File: config.mk
export PLATFORM = sky130hd
export DESIGN_NAME = ptai_passthru
export DESIGN_NICKNAME = d
export VERILOG_FILES = /design/src/verilog/ptai_pkg.sv /design/src/verilog/ptai_addr_drive.sv /design/src/verilog/ptai_passthru.sv
export VERILOG_INCLUDE_DIRS = /design/src /design/src/verilog
export SDC_FILE = /design/constraint.sdc
export NUM_CORES = 1
export LEC_CHECK = 0
export BUFFER_PORTS_ARGS = -buffer_cell sky130_fd_sc_hd__clkbuf_2
export CAP_MARGIN = 30
export CORE_MARGIN = 2
export CORE_UTILIZATION = 45
export CTS_BUF_LIST = sky130_fd_sc_hd__clkbuf_4
export CTS_CLUSTER_SIZE = 24
export DETAILED_ROUTE_END_ITERATION = 16
export PLACE_DENSITY_LB_ADDON = 0.08
export SYNTH_ARGS = -nofsm -noshare
export SYNTH_HDL_FRONTEND = slang
export SYNTH_SLANG_ARGS = --single-unit
File: constraint.sdc
create_clock -name ref_clk -period 1.3 [get_ports ref_clk]
set_input_delay 0 -clock ref_clk [delete_from_list [all_inputs] [get_ports ref_clk]]
set_output_delay 0 -clock ref_clk [all_outputs]
set_load 0.005 [all_outputs]
File: src/verilog/ptai_map.svh
`ifndef PTAI_MAP_SVH
`define PTAI_MAP_SVH

// Bus widths
`define PTAI_DQ_W 32
`define PTAI_HALF_W 16
`define PTAI_BE_W 4
`define PTAI_REGION_W 2

// Reset values of the add-on facing outputs
`define PTAI_ATTN_N_RST 1'h1
`define PTAI_BURST_N_RST 1'h1
`define PTAI_BE_N_RST 4'hF
`define PTAI_REGION_RST 2'h0
`define PTAI_WRITE_RST 1'h0
`define PTAI_IRQ_N_RST 1'h1
`define PTAI_ADDON_RST_N_RST 1'h0
`define PTAI_OE_N_RST 2'h3
`define PTAI_WORD_RST 32'h0000_0000

// Region codes: base address register 1 through 4
`define PTAI_REGION_BAR1 2'h0
`define PTAI_REGION_BAR2 2'h1
`define PTAI_REGION_BAR3 2'h2
`define PTAI_REGION_BAR4 2'h3

`endif

File: src/verilog/ptai_pkg.sv
`default_nettype none
`include "ptai_map.svh"

package ptai_pkg;

  typedef enum logic [2:0] {
    PTAI_IDLE = 3'b001,
    PTAI_ATTN = 3'b010,
    PTAI_GAP = 3'b100
  } ptai_state_t;

  typedef logic [`PTAI_DQ_W-1:0] ptai_word_t;
  typedef logic [`PTAI_BE_W-1:0] ptai_be_t;
  typedef logic [`PTAI_REGION_W-1:0] ptai_region_t;

endpackage : ptai_pkg

`default_nettype wire

File: src/verilog/ptai_addr_drive.sv
`timescale 1ns/100ps
`default_nettype none
`include "ptai_map.svh"

module ptai_addr_drive (
  input wire logic ref_clk,
  input wire logic sys_rst,
  input wire logic addr_req_n,
  input wire logic mode_16,
  input wire ptai_pkg::ptai_word_t addr,
  output logic clk_copy,
  output logic [`PTAI_DQ_W-1:0] dq_out,
  output logic [1:0] dq_oe_n
);
  import ptai_pkg::*;

  typedef struct packed {
    ptai_word_t dq;
    logic [1:0] oe_n;
  } ptai_drv_t;

  ptai_drv_t drv;
  ptai_drv_t next_drv;

  // Add-on clock is the core clock itself, not a divided copy
  assign clk_copy = ref_clk;

  always_comb begin
    next_drv = drv;
    next_drv.oe_n = `PTAI_OE_N_RST;
    next_drv.dq = `PTAI_WORD_RST;
    if (!addr_req_n) begin
      next_drv.dq[`PTAI_HALF_W-1:0] = addr[`PTAI_HALF_W-1:0];
      next_drv.oe_n[0] = 1'h0;
      if (!mode_16) begin
        next_drv.dq[`PTAI_DQ_W-1:`PTAI_HALF_W] = addr[`PTAI_DQ_W-1:`PTAI_HALF_W];
        next_drv.oe_n[1] = 1'h0;
      end
    end
    if (sys_rst) begin
      next_drv.oe_n = `PTAI_OE_N_RST;
      next_drv.dq = `PTAI_WORD_RST;
    end
  end

  always_ff @(posedge ref_clk) begin
    drv <= next_drv;
  end

  assign dq_out = drv.dq;
  assign dq_oe_n = drv.oe_n;

endmodule : ptai_addr_drive

`default_nettype wire

File: src/verilog/ptai_passthru.sv
`timescale 1ns/100ps
`default_nettype none
`include "ptai_map.svh"

module ptai_passthru (
  input wire logic ref_clk,
  input wire logic sys_rst,
  // Request side from the PCI target decoder
  input wire logic pci_req_valid,
  input wire ptai_pkg::ptai_region_t pci_req_region,
  input wire ptai_pkg::ptai_be_t pci_req_be_n,
  input wire logic pci_req_write,
  input wire logic pci_req_burst,
  input wire ptai_pkg::ptai_word_t pci_req_addr,
  output logic pci_req_taken,
  output logic pci_done,
  output ptai_pkg::ptai_word_t pci_rdata,
  input wire logic sw_addon_reset,
  input wire logic addon_event,
  // Add-on side
  output logic passthru_attention_n,
  output logic passthru_burst_n,
  output ptai_pkg::ptai_region_t passthru_region_num,
  output ptai_pkg::ptai_be_t passthru_byte_en_n,
  output logic passthru_write,
  input wire logic passthru_ready_n,
  input wire logic passthru_addr_req_n,
  input wire logic mode_16,
  input wire ptai_pkg::ptai_word_t dq_in,
  output ptai_pkg::ptai_word_t dq_out,
  output logic [1:0] dq_oe_n,
  output logic addon_reset_out_n,
  output logic addon_clock_out,
  output logic addon_irq_n
);
  import ptai_pkg::*;

  typedef struct packed {
    ptai_state_t state;
    logic attn_n;
    logic burst_n;
    ptai_region_t region;
    ptai_be_t be_n;
    logic write;
    ptai_word_t addr;
    logic taken;
    logic done;
    ptai_word_t rdata;
    logic rst_n;
    logic irq_n;
  } ptai_core_t;

  ptai_core_t st;
  ptai_core_t next_st;

  // Reset image of every core field
  function automatic ptai_core_t core_rst_image();
    ptai_core_t c;
    c.state = PTAI_IDLE;
    c.attn_n = `PTAI_ATTN_N_RST;
    c.burst_n = `PTAI_BURST_N_RST;
    c.region = `PTAI_REGION_RST;
    c.be_n = `PTAI_BE_N_RST;
    c.write = `PTAI_WRITE_RST;
    c.addr = `PTAI_WORD_RST;
    c.taken = 1'h0;
    c.done = 1'h0;
    c.rdata = `PTAI_WORD_RST;
    c.rst_n = `PTAI_ADDON_RST_N_RST;
    c.irq_n = `PTAI_IRQ_N_RST;
    return c;
  endfunction : core_rst_image

  // Level copies of reset and event requests toward the add-on
  function automatic ptai_core_t track_levels(
    input ptai_core_t c,
    input logic rst_req,
    input logic sw_rst_req,
    input logic event_req
  );
    ptai_core_t o;
    o = c;
    o.rst_n = !(rst_req || sw_rst_req);
    o.irq_n = !event_req;
    return o;
  endfunction : track_levels

  // Opens a cycle: attention low, request fields frozen
  function automatic ptai_core_t open_cycle(
    input ptai_core_t c,
    input ptai_region_t region,
    input ptai_be_t be_n,
    input logic write,
    input logic burst,
    input ptai_word_t addr
  );
    ptai_core_t o;
    o = c;
    o.state = PTAI_ATTN;
    o.attn_n = 1'h0;
    o.burst_n = !burst;
    o.region = region;
    o.be_n = be_n;
    o.write = write;
    o.addr = addr;
    o.taken = 1'h1;
    return o;
  endfunction : open_cycle

  // Ends a cycle on ready; region, lanes and direction keep their values
  function automatic ptai_core_t close_cycle(
    input ptai_core_t c,
    input ptai_word_t din
  );
    ptai_core_t o;
    o = c;
    o.state = PTAI_GAP;
    o.attn_n = 1'h1;
    o.burst_n = 1'h1;
    o.done = 1'h1;
    if (!c.write) begin
      o.rdata = din;
    end
    return o;
  endfunction : close_cycle

  always_comb begin
    next_st = st;
    next_st.taken = 1'h0;
    next_st.done = 1'h0;
    next_st = track_levels(
      next_st,
      sys_rst,
      sw_addon_reset,
      addon_event
    );
    case (st.state)
      PTAI_IDLE: begin
        if (pci_req_valid) begin
          next_st = open_cycle(
            next_st,
            pci_req_region,
            pci_req_be_n,
            pci_req_write,
            pci_req_burst,
            pci_req_addr
          );
        end
      end
      PTAI_ATTN: begin
        // Fields stay frozen until ready is sampled low
        if (!passthru_ready_n) begin
          next_st = close_cycle(
            next_st,
            dq_in
          );
        end
      end
      PTAI_GAP: begin
        // One idle cycle so attention is seen high between cycles
        next_st.state = PTAI_IDLE;
      end
      default: begin
        next_st.state = PTAI_IDLE;
        next_st.attn_n = 1'h1;
        next_st.burst_n = 1'h1;
      end
    endcase
    if (sys_rst) begin
      next_st = core_rst_image();
    end
  end

  // Core state register
  always_ff @(posedge ref_clk) begin
    st <= next_st;
  end

  // Registered outputs, PCI side
  assign pci_req_taken = st.taken;
  assign pci_done = st.done;
  assign pci_rdata = st.rdata;

  // Registered outputs, add-on side
  assign passthru_attention_n = st.attn_n;
  assign passthru_burst_n = st.burst_n;
  assign passthru_region_num = st.region;
  assign passthru_byte_en_n = st.be_n;
  assign passthru_write = st.write;
  assign addon_reset_out_n = st.rst_n;
  assign addon_irq_n = st.irq_n;

  // Address drive; bus width chosen by the mode pin
  ptai_addr_drive u_addr_drive (
    .ref_clk(ref_clk),
    .sys_rst(sys_rst),
    .addr_req_n(passthru_addr_req_n),
    .mode_16(mode_16),
    .addr(st.addr),
    .clk_copy(addon_clock_out),
    .dq_out(dq_out),
    .dq_oe_n(dq_oe_n)
  );

endmodule : ptai_passthru

`default_nettype wire

==> impl_metrics.py <==
metrics = {
    "min_path": {
        "min_path_type": "in -> reg",
        "hold_depth": 4,
    },
    "final_layout": {
        "antenna_cells": 0,
        "final_area_um2": 6010,
        "fin_nets": 754,
        "utilization_pct": 68.3,
        "area_growth_pct": 45.7,
        "drive_above_1_share_pct": 32.9,
    },
    "power_and_ir_drop": {
        "comb_power_share_pct": 11.1,
        "p_int_mw": 5.77,
        "sw_frac_of_total_pct": 23.0,
        "ir_drop_mv": 0.668,
        "p_leak_nw": 2.69,
        "power.switching_mw": 1.72,
        "power_frac_clock_pct": 39.8,
        "seq_power_share_pct": 49.1,
        "p_per_area_nw_per_um2": 1250,
    },
    "placed_design": {
        "dpl-instance-area_um2": 4830,
        "place_ws_ps": -129,
        "portBuffers": 159,
        "hpwlAfterDp_um": 6240,
        "gp_congestion": 0.779,
    },
    "route": {
        "vias": 3795,
        "routedWlPerCell_um": 13.0,
        "viasPerCell": 4.78,
        "drc": 0,
        "drt-total-wl_um": 10300,
        "drt_iter0_drc": 94,
        "first_pass_iters": 4,
        "antenna_left": 0,
    },
    "setup_path": {
        "reg2reg_to": "pci_rdata[18]",
        "cp_max_fo": 34,
        "ff2ff_setup_slack_ps": -30,
        "worstSetupPathType": "reg -> reg",
        "rr_worst_depth": 4,
        "crit_end": "pci_rdata[18]",
        "critPathCaptureType": "flip-flop",
        "cp_data_arrival_time_ps": 1800,
        "cp-start-kind": "flip-flop",
        "critPathRequiredTime_ps": 1770,
        "crit_start": "st[78]",
        "r2r_start": "st[78]",
    },
    "sta": {
        "finalWorstSetupSlack_ps": -28.0,
        "slew_headroom_pct": 74.6,
        "rsz0062_at_grt": "true",
        "fmax_mhz": 753,
        "finalSetupViolCount": 8,
        "drv_slew": 0,
        "finalCritPeriodShare_pct": 102,
        "finClkSkew_ps": 16.4,
        "worst-slew-pin-transition_ps": 382,
        "fin_crit_ps": 1330,
        "fin_setup_tns_ps": -141,
        "finalHoldViolCount": 0,
        "hold_ws_ps": 166,
    },
    "logic_synthesis": {
        "async_flop_share_pct": 0,
        "synth_edf_count": 0,
        "netlist_instances": 464,
        "seq_area_frac_synth_pct": 55.3,
        "syn_area_um2": 4130,
        "synth_area_per_cell_um2": 8.89,
        "synthesis.nets": 544,
        "ys.flop_type": "dfxtp_1",
        "synth-seq-cells": 114,
        "yosys_warnings": 0,
        "yosysUniqueCellTypes": 29,
    },
    "die": {
        "ios": 160,
        "core_area_um2": 8810,
        "start_util_pct": 46.9,
        "fp.dieW_um": 99.8,
        "rows": 34,
        "fp.dieH_um": 99.8,
        "die_area_um2": 9950,
    },
    "flow_run": {
        "drv_cap": 0,
    },
    "global_route": {
        "grt_max_degree": 63,
        "grt_antenna_before_repair": 0,
        "grt_pass1_vias": 3619,
        "grt_first_pass_wirelength_um": 16600,
        "grt-ovfl-total": 0,
        "track_usage_pct": 21.3,
    },
    "clocking": {
        "clock_latency_ps": 590,
        "cts_tree": "yes",
        "cts.clk_slew.worst_paths_ps": 100,
    },
    "status": {
        "outcome": "complete, but fails checks",
        "failed_checks": "setup timing",
    },
}
[critical path: stages (launching register included)]
cell and delay (ps):
dfxtp_4 380, or3b_4 390, buf_12 180, o21ai_0 170, a21oi_1 80
[flip-flops by register name, summed over array words and instances (netlist names)]
signal	flops
st	35
passthru_write	1
u_addr_drive.dq_oe_n	2
pci_done	1
addon_reset_out_n	1
passthru_byte_en_n	4
passthru_attention_n	1
passthru_region_num	2
addon_irq_n	1
u_addr_drive.dq_out	32
pci_req_taken	1
passthru_burst_n	1
pci_rdata	32
[layout make-up]
type / count / area (um^2)
fillers: 725 / 2790
flip-flops and latches: 114 / 2290
repair buffers: 259 / 1830
multi-input cells: 274 / 1400
clock buffers: 24 / 178
clock inverters: 11 / 161
well taps: 108 / 135
inverters: 4 / 15.0
[power groups by stage]
stage / Sequential, mW / Combinational [mW] / Clock, mW
floorplan: 3.75 / 0.342 / 0.0499
global placement: 3.75 / 0.622 / 0.0336
detailed placement: 3.76 / 0.628 / 0.0336
CTS: 3.68 / 0.824 / 3.07
global route: 3.69 / 0.916 / 3.24
finish: 3.68 / 0.833 / 2.98
[metal layers]
metal  wire (um)  global-route usage [%]  up-vias
li1            -                       -     1925
met1        4340                    24.6     1703
met2        5090                    35.6      140
met3         531                    5.69       27
met4         325                    12.3        0
met5           0                       0        -
[synth_stat cells, types with 2 or more instances]
library cell  number  area (um^2)
a211o_1            2         17.5
a21oi_1           69          345
and2_1            32          200
buf_2             13         65.1
buf_4             41          308
buf_6              3         33.8
clkbuf_1          15         56.3
dfxtp_1          114         2280
inv_1              4         15.0
nand2_1           79          297
nand3_1           35          175
nor2_1             5         18.8
nor2b_1            2         12.5
nor3_1             4         20.0
o21ai_0           23          115
o21ai_1           10         50.1
[stage by stage]
stage | total power, mW | instances
global placement | 4.41 | 678
detailed placement | 4.42 | 678
CTS | 7.57 | 793
finish | 7.49 | 794
floorplan | 4.14 | 464
global route | 7.85 | 794
[timing repair]
item / in CTS / in global routing
endpoints found under the setup margin: 33 / 35
pin swaps: 0 / 4
hold endpoints to repair: 114 / 0
hold buffers: 81 / 0
gates resized for setup: 12 / 15
buffers inserted: 0 / 1
gates cloned: 0 / 0
[logic make-up (layout without fill, tap and decap cells)]
logic type             after synthesis  after routing  synth area share, %
AOI/OAI and AO/OA                  106            106                 13.2
DFF                                114            114                 55.3
buffers and inverters               76            298                 11.6
and+or+nand+nor                    168            168                 19.9
[worst min-delay path by stage]
| stage | start | endpoint |
|---|---|---|
| 4_1_cts | pci_req_be_n[3] | passthru_byte_en_n[3] |
| 3_5_place_dp | ref_clk | addon_clock_out |
| 3_3_place_gp | ref_clk | addon_clock_out |
| 5_1_grt | pci_req_addr[24] | st[60] |
| 2_1_floorplan | sw_addon_reset | addon_reset_out_n |
| 6_report | pci_req_be_n[1] | passthru_byte_en_n[1] |
[cells in the final DEF, fill, tap and decap left out, types with 2 or more instances in the layout]
cell type,count
clkbuf_4,23
nand3_1,35
a21oi_1,68
o21ai_1,24
dlygate4sd3_1,81
inv_1,4
bufinv_16,4
dfxtp_4,2
nor3_1,3
buf_4,13
nand2_1,79
and2_1,32
buf_12,6
dfxtp_1,111
clkinv_2,4
o21ai_0,7
clkbuf_2,159
nor2_1,4
o21ai_2,2
nor2b_1,2
a211o_1,2
No activity file was read; power rests on OpenSTA's default activity.
